## src/rtl/gpb_pkg.sv

```systemverilog
// package of register map, bit layout and reset values for the pin bank
// assumes byte-wide i/o-space accesses with a 16-bit port address
package gpb_pkg;
    localparam int          GPB_LINES        = 8;
    localparam logic [15:0] GPB_BASE         = 16'h0500;
    localparam logic [7:0]  GPB_OFS_FUNC_LO  = 8'h00;
    localparam logic [7:0]  GPB_OFS_DIR_LO   = 8'h04;
    localparam logic [7:0]  GPB_OFS_LVL_LO   = 8'h0C;
    localparam logic [7:0]  GPB_OFS_INV      = 8'h2C;
    localparam logic [7:0]  GPB_OFS_FUNC_HI  = 8'h30;
    localparam logic [7:0]  GPB_OFS_DIR_HI   = 8'h34;
    localparam logic [7:0]  GPB_OFS_LVL_HI   = 8'h38;
    localparam logic [15:0] GPB_WIN_MASK     = 16'hFFC0;
    localparam logic [7:0]  GPB_LO_BITS      = 8'h3C;
    localparam logic [7:0]  GPB_HI_BITS      = 8'hC6;
    localparam int          GPB_LO_SHIFT     = 2;
    localparam logic [7:0]  GPB_FUNC_RST     = 8'hFF;
    localparam logic [7:0]  GPB_DIR_RST      = 8'h0F;
    localparam logic [7:0]  GPB_INV_RST      = 8'h00;
    localparam logic [7:0]  GPB_INV_LINES    = 8'h0F;
    typedef enum logic [2:0] {
        GPB_R_NONE,
        GPB_R_FUNC,
        GPB_R_DIR,
        GPB_R_LVL,
        GPB_R_INV
    } gpb_reg_t;
endpackage

```

## src/rtl/gpb_sync.sv

```systemverilog
// two-stage synchroniser for the eight pin inputs
// assumes pins are asynchronous to ref_clk
`timescale 1ns/1ps
module gpb_sync
    import gpb_pkg::*;
(
    input  wire logic                 ref_clk,
    input  wire logic                 nrst,
    input  wire logic [GPB_LINES-1:0] pin_async,
    output logic      [GPB_LINES-1:0] pin_sync
);
    logic [GPB_LINES-1:0] stage1;

    always_ff @(posedge ref_clk)
    begin
        if (!nrst)
        begin
            stage1   <= '0;
            pin_sync <= '0;
        end
        else
        begin
            stage1   <= pin_async;
            pin_sync <= stage1;
        end
    end
endmodule

```

## src/rtl/gpb_lane_map.sv

```systemverilog
// maps bank register bits onto eight line-ordered vectors and back
// pure combinational, used for both banks
`timescale 1ns/1ps
module gpb_lane_map
    import gpb_pkg::*;
(
    input  wire logic [7:0]           lo_byte,
    input  wire logic [7:0]           hi_byte,
    input  wire logic [GPB_LINES-1:0] lines_in,
    output logic      [GPB_LINES-1:0] lines_out,
    output logic      [7:0]           lo_view,
    output logic      [7:0]           hi_view
);
    // lines 0..3 on bits 2..5; lines 4..7 on bits 1,2,6,7
    assign lines_out = {hi_byte[7], hi_byte[6], hi_byte[2], hi_byte[1],
                        lo_byte[5:2]};
    assign lo_view = {2'b00, lines_in[3:0], 2'b00};
    assign hi_view = {lines_in[7], lines_in[6], 3'b000,
                      lines_in[5], lines_in[4], 1'b0};
endmodule

```

## src/rtl/gpb_bank.sv

```systemverilog
// eight-line general-purpose pin bank with byte i/o register access
// assumes one i/o strobe per access, data sampled on the strobe cycle
//
// Contract
// - registers decoded in i/o space at base 0x500
// - function bit zero native, one general-purpose
// - direction bit zero output, one input
// - output pins driven from level register bits
// - input lines read sampled pin state
// - polarity bit one inverts reported input
// - inversion only on the four lower lines
// - lower lines occupy bits two to five
// - clearing level bit five drives line three low
// - output reset level is a parameter
`timescale 1ns/1ps
module gpb_bank
    import gpb_pkg::*;
#(
    parameter logic OUT_RESET_LEVEL = 1'b0
)
(
    input  wire logic                 ref_clk,
    input  wire logic                 nrst,
    input  wire logic [15:0]          io_addr,
    input  wire logic                 io_wr,
    input  wire logic                 io_rd,
    input  wire logic [7:0]           io_wdata,
    output logic      [7:0]           io_rdata,
    output logic                      io_ack,
    input  wire logic [GPB_LINES-1:0] pin_in,
    output logic      [GPB_LINES-1:0] pin_out,
    output logic      [GPB_LINES-1:0] pin_oe_n,
    output logic      [GPB_LINES-1:0] native_sel,
    input  wire logic [GPB_LINES-1:0] native_out,
    input  wire logic [GPB_LINES-1:0] native_oe_n,
    output logic      [GPB_LINES-1:0] native_in
);
    ////////////////////////////////////////////////////////////////////////
    // address decode
    function automatic gpb_reg_t reg_of(input logic [7:0] ofs);
        case (ofs)
            GPB_OFS_FUNC_LO, GPB_OFS_FUNC_HI: reg_of = GPB_R_FUNC;
            GPB_OFS_DIR_LO,  GPB_OFS_DIR_HI:  reg_of = GPB_R_DIR;
            GPB_OFS_LVL_LO,  GPB_OFS_LVL_HI:  reg_of = GPB_R_LVL;
            GPB_OFS_INV:                      reg_of = GPB_R_INV;
            default:                          reg_of = GPB_R_NONE;
        endcase
    endfunction

    function automatic logic is_hi(input logic [7:0] ofs);
        is_hi = (ofs == GPB_OFS_FUNC_HI) || (ofs == GPB_OFS_DIR_HI)
             || (ofs == GPB_OFS_LVL_HI);
    endfunction

    localparam logic [GPB_LINES-1:0] LVL_RST = {GPB_LINES{OUT_RESET_LEVEL}};

    wire logic       in_win   = (io_addr & GPB_WIN_MASK)
                                == GPB_BASE;
    wire logic [7:0] ofs      = io_addr[7:0] - GPB_BASE[7:0];
    wire gpb_reg_t   sel      = in_win ? reg_of(ofs) : GPB_R_NONE;
    wire logic       sel_hi   = is_hi(ofs);
    wire logic       wr_hit   = io_wr && (sel != GPB_R_NONE);
    wire logic       rd_hit   = io_rd && (sel != GPB_R_NONE);

    ////////////////////////////////////////////////////////////////////////
    // storage in line order
    logic [GPB_LINES-1:0] func_q;
    logic [GPB_LINES-1:0] dir_q;
    logic [GPB_LINES-1:0] lvl_q;
    logic [GPB_LINES-1:0] inv_q;
    logic [GPB_LINES-1:0] pin_s;

    gpb_sync u_sync (
        .ref_clk   (ref_clk),
        .nrst      (nrst),
        .pin_async (pin_in),
        .pin_sync  (pin_s)
    );

    // write data mapped to lines, with lane choice by bank
    logic [GPB_LINES-1:0] wr_lines;
    gpb_lane_map u_wmap (
        .lo_byte   (io_wdata),
        .hi_byte   (io_wdata),
        .lines_in  ('0),
        .lines_out (wr_lines),
        .lo_view   (),
        .hi_view   ()
    );

    wire logic [GPB_LINES-1:0] bank_mask = sel_hi ? 8'hF0 : 8'h0F;

    function automatic logic [GPB_LINES-1:0] merge(
        input logic [GPB_LINES-1:0] old_v,
        input logic [GPB_LINES-1:0] new_v,
        input logic [GPB_LINES-1:0] m);
        merge = (old_v & ~m) | (new_v & m);
    endfunction

    wire logic [GPB_LINES-1:0] next_func = merge(func_q, wr_lines, bank_mask);
    wire logic [GPB_LINES-1:0] next_dir  = merge(dir_q, wr_lines, bank_mask);
    wire logic [GPB_LINES-1:0] next_lvl  = merge(lvl_q, wr_lines, bank_mask);
    wire logic [GPB_LINES-1:0] next_inv  = wr_lines & GPB_INV_LINES;

    always_ff @(posedge ref_clk)
    begin
        if (!nrst)
        begin
            func_q <= GPB_FUNC_RST;
            dir_q  <= GPB_DIR_RST;
            lvl_q  <= LVL_RST;
            inv_q  <= GPB_INV_RST;
        end
        else if (wr_hit)
        begin
            case (sel)
                GPB_R_FUNC: func_q <= next_func;
                GPB_R_DIR:  dir_q  <= next_dir;
                GPB_R_LVL:  lvl_q  <= next_lvl;
                GPB_R_INV:  inv_q  <= next_inv;
                default:    func_q <= func_q;
            endcase
        end
    end

    ////////////////////////////////////////////////////////////////////////
    // readback
    wire logic [GPB_LINES-1:0] inv_lo   = inv_q & GPB_INV_LINES;
    wire logic [GPB_LINES-1:0] in_view  = pin_s ^ inv_lo;
    wire logic [GPB_LINES-1:0] lvl_view = (dir_q & in_view)
                                        | (~dir_q & lvl_q);

    logic [GPB_LINES-1:0] rd_lines;
    always_comb
    begin
        case (sel)
            GPB_R_FUNC: rd_lines = func_q;
            GPB_R_DIR:  rd_lines = dir_q;
            GPB_R_LVL:  rd_lines = lvl_view;
            GPB_R_INV:  rd_lines = inv_q;
            default:    rd_lines = '0;
        endcase
    end

    logic [7:0] rd_lo;
    logic [7:0] rd_hi;
    gpb_lane_map u_rmap (
        .lo_byte   (8'h00),
        .hi_byte   (8'h00),
        .lines_in  (rd_lines),
        .lines_out (),
        .lo_view   (rd_lo),
        .hi_view   (rd_hi)
    );

    // inversion register has lower lanes only
    wire logic [7:0] next_rdata = !rd_hit ? 8'h00
                                : (sel_hi ? rd_hi : rd_lo);

    ////////////////////////////////////////////////////////////////////////
    // pin drive: general-purpose or native path
    wire logic [GPB_LINES-1:0] next_out  = (func_q & lvl_q)
                                         | (~func_q & native_out);
    wire logic [GPB_LINES-1:0] next_oe_n = (func_q & dir_q)
                                         | (~func_q & native_oe_n);

    always_ff @(posedge ref_clk)
    begin
        if (!nrst)
        begin
            io_rdata   <= 8'h00;
            io_ack     <= 1'b0;
            pin_out    <= LVL_RST;
            pin_oe_n   <= GPB_DIR_RST;
            native_sel <= ~GPB_FUNC_RST;
            native_in  <= '0;
        end
        else
        begin
            io_rdata   <= next_rdata;
            io_ack     <= wr_hit || rd_hit;
            pin_out    <= next_out;
            pin_oe_n   <= next_oe_n;
            native_sel <= ~func_q;
            native_in  <= pin_s & ~func_q;
        end
    end
endmodule

```

## config.mk

```make
export PLATFORM = sky130hd
export DESIGN_NAME = gpb_bank
export DESIGN_NICKNAME = d
export VERILOG_FILES = /design/src/rtl/gpb_pkg.sv /design/src/rtl/gpb_sync.sv /design/src/rtl/gpb_lane_map.sv /design/src/rtl/gpb_bank.sv
export SDC_FILE = /design/constraint.sdc
export NUM_CORES = 1
export LEC_CHECK = 0
export BUFFER_PORTS_ARGS = -buffer_cell sky130_fd_sc_hd__buf_2
export CORE_MARGIN = 4
export CORE_UTILIZATION = 40
export DETAILED_ROUTE_END_ITERATION = 8
export GPL_TIMING_DRIVEN = 0
export SYNTH_ARGS = -nofsm -noshare
export SYNTH_HDL_FRONTEND = slang
export SYNTH_SLANG_ARGS = --single-unit
```

## constraint.sdc

```tcl
create_clock -name ref_clk -period 3.5 [get_ports ref_clk]
set_input_delay 0.7 -clock ref_clk [delete_from_list [all_inputs] [get_ports ref_clk]]
set_output_delay 0.7 -clock ref_clk [all_outputs]
set_load 0.01 [all_outputs]
```

==> run_results.csv <==
group,metric,value,unit
sta,period_share,66.93,%
synthesis,syn_avg_cell_area,10.98,µm²
clock_network,clock-root-buffer,"clkbuf_8",
critical_path,cp.required,3.78,ns
clock_network,post-cts-setup-buffers,0,
clock_network,clock_latency,0.35,ns
critical_path,crit_chain,"buf_2 > nor4_4 > and2_1 > nand3_1 > a311o_1 > a21oi_1",
critical_path,endpoint_kind,"flip-flop",
sta,fin_skew,0.008900,ns
floorplan,start_util,41.40,%
pwr,p_per_area,407.4,mW/mm²
clock_network,cts.sinks,84,
sta,holdWs,0.4412,ns
sta,finalCriticalPeriod,2.343,ns
critical_path,cp_data_arrival_time,2.62,ns
clock_network,cts_resized,0,
floorplan,dieArea,0.01014,mm²
global_routing,track_usage,17.13,%
finish,drive_gt1_share,31.34,%
worst_hold_path,holdPathStages,1,
floorplan,coreArea,0.008299,mm²
floorplan,die_h,100.7,µm
synthesis,synth_cell_types,50,
clock_network,tritoncts.num_buffers,9,
pwr,p_seq_share,56.5,%
pwr,clkPwrFrac,37.5,%
synthesis,ys_ff_latch,84,
finish,final_net_count,465,
clock_network,hold_buffers,0,
sta,hold_viol,0,
pwr,p_int,1293,µW
clock_network,cts_max_level,3,
finish,stdcell_area,0.004197,mm²
synthesis,synth_warnings,0,
floorplan,ioPinCount,93,
sta,worst_pin_slew,0.6040,ns
global_routing,grt_max_degree,16,
detailed_routing,dr_total_vias,2585,
detailed_routing,drt-vias-per-instance,4.943,
synthesis,yosysTopAreaCell,"dfxtp_1",
pwr,netSwitchingPower,416.4,µW
global_routing,grt_pass1_vias,2569,
synthesis,synth.top_cells.by_area,"dfxtp_1 49%, mux2i_1 13%, nor2b_1 7.8%, and2_1 4.7%, nand2_1 1.9%",
worst_hold_path,hold_path.class,"reg -> reg",
synthesis,synth_xor_area_share,1.529,%
critical_path,cp.depth,6,
detailed_routing,first_pass_iters,4,
global_routing,grt_overflow_total,0,
sta,finalSetupViolCount,0,
critical_path,path_buf_inv,1,
sta,rsz0062_at_grt,"no",
global_routing,antenna_found_initial,0,
synthesis,synthCells,313,
synthesis,synth_fa_ha_area_share,0,%
placed_design,pre_cts_ws,0.8046,ns
floorplan,die_w,100.7,µm
critical_path,reg2reg_depth,3,
run_status,outcome,"finished clean",
sta,worst_slack,1.157,ns
pwr,leakagePower,0.001834,µW
synthesis,synth_top_area_share,48.94,%
global_routing,grt_pass1_wl,13240,µm
clock_network,tritoncts,"done",
critical_path,cp_slowest_cell,"nor4_4",
placed_design,place_congestion,0.8493,
synthesis,syn_nets,365,
synthesis,synth_ff_type,"dfxtp_1",
detailed_routing,ant_nets,0,
floorplan,rows,33,
critical_path,crit_type,"in -> reg",
finish,antenna_cells,0,
detailed_routing,drtIter0Drc,86,
critical_path,critical-path-top-delay-family,"simple AND/OR/NAND/NOR gates",
finish,syn2layout_area_growth,22.14,%
placed_design,place_hpwl,6092,µm
critical_path,max_stage_delay,0.59,ns
detailed_routing,drt-total-wl,8293,µm
placed_design,port_buffers,89,
synthesis,async_flop_share,0,%
detailed_routing,drc_errors,0,
synthesis,synth_top_family_by_area,"simple AND/OR/NAND/NOR gates",
sta,drv_slew,0,
pwr,sw_frac_of_total,24.35,%
clock_network,cts.clk_slew.worst_paths,0.09,ns
synthesis,synthMuxAreaShare,12.82,%
pwr,p_comb_share,6.0,%
synthesis,yosys.area_share.simple,26.66,%
synthesis,synth_edf_count,0,
clock_network,clockBufferDepth,2,
synthesis,synth_seq_area_share,48.94,%
placed_design,post_dp_cell_area,0.004013,mm²
synthesis,synth_area,0.003436,mm²
pwr,ir_drop,197.8,µV
run,maxCapViolations,0,
critical_path,start_kind,"input port",
sta,setup_tns,0,ns
critical_path,crit_path_max_fanout,9,
sta,slew_headroom,59.43,%
synthesis,synth_compound_area_share,7.684,%
sta,timing.fmax,426.9,MHz
detailed_routing,routedWlPerCell,15.86,µm
==> metal layers <==
metal | GRT usage, % | vias up | share of wire [%]
met5 | 0 | - | 0
met4 | 7.772 | 0 | 1.9
met3 | 3.045 | 16 | 5.2
met2 | 28.30 | 69 | 47
met1 | 21.73 | 1196 | 46
li1 | - | 1304 | -
==> area by class of cell <==
class                      count  area (µm²)
tap                          105       131.4
multi-input combinational    214        1677
inverter                       1       3.754
sequential                    84        1682
timing repair buffer          89       445.4
clock inverter                 6       46.29
fill                         806        4103
clock buffer                  10       137.6
buffer                        14       73.82
==> synth_stat cells, types with 2 or more instances <==
master	count
a22oi_1	3
nor3_4	2
nand4_2	2
nor4_2	3
a21o_1	3
nor2b_1	43
and4_1	2
nand2_1	17
a21oi_1	11
a311o_1	3
nand4b_1	2
xor2_1	2
nor4_4	3
nor3b_1	2
a32o_1	2
clkbuf_1	8
and3_1	2
nor2_1	3
buf_4	3
nand3b_1	5
dfxtp_1	84
o21ai_0	6
nand3_1	3
and2_1	26
and4bb_2	2
xnor2_1	4
mux2i_1	44
==> cell families (layout without fill, tap and decap cells) <==
family,after synthesis,in the layout
other,1,1
buffers and inverters,15,120
XOR/XNOR,6,6
flip-flops,84,84
AND/OR/NAND/NOR,127,127
AO/OA/AOI/OAI,36,36
multiplexers,44,44
==> power groups by stage <==
stage	Sequential [µW]	Combinational, µW	Clock [µW]
floorplan	988	50.9	0
global placement	989	102	0
detailed placement	989	103	0
CTS	967	103	666
global route	968	113	696
finish	967	102	641
==> cell usage in the layout, fill, tap and decap left out, types with 3 or more instances in the layout <==
cell and count:
a21oi_1 11, clkbuf_1 8, buf_2 90, buf_4 3
dfxtp_1 84, nor2_1 3, and2_1 26, nand3_1 3
a21o_1 3, nor2b_1 43, a311o_1 3, clkbuf_8 10
o21ai_0 6, nand3b_1 5, a22oi_1 3, nor4_4 3
mux2i_1 44, xnor2_1 4, nand2_1 17, nor4_2 3
==> worst register-to-register path, delay by kind of cell (launching register included) <==
| family | cells | cell delay, ns |
|---|---|---|
| AO/OA/AOI/OAI | 3 | 0.73 |
| flip-flops | 1 | 0.35 |
==> worst paths after layout <==
kind | from | endpoint | slack (ns)
max | io_addr[7] | io_rdata[5] | 1.16
min | u_sync.stage1[2] | u_sync.pin_sync[2] | 0.44
max reg2reg | inv_q[0] | io_rdata[2] | 2.32
min reg2reg | u_sync.stage1[2] | u_sync.pin_sync[2] | 0.44
==> metrics by stage <==
step,power (µW),util (%),std cells
detailed placement,1092,48.35,507
floorplan,1039,-,313
CTS,1736,50.57,523
global route,1777,50.57,523
finish,1710,50.57,523
global placement,1091,48.35,507
Power figures use the tool's default switching activity.
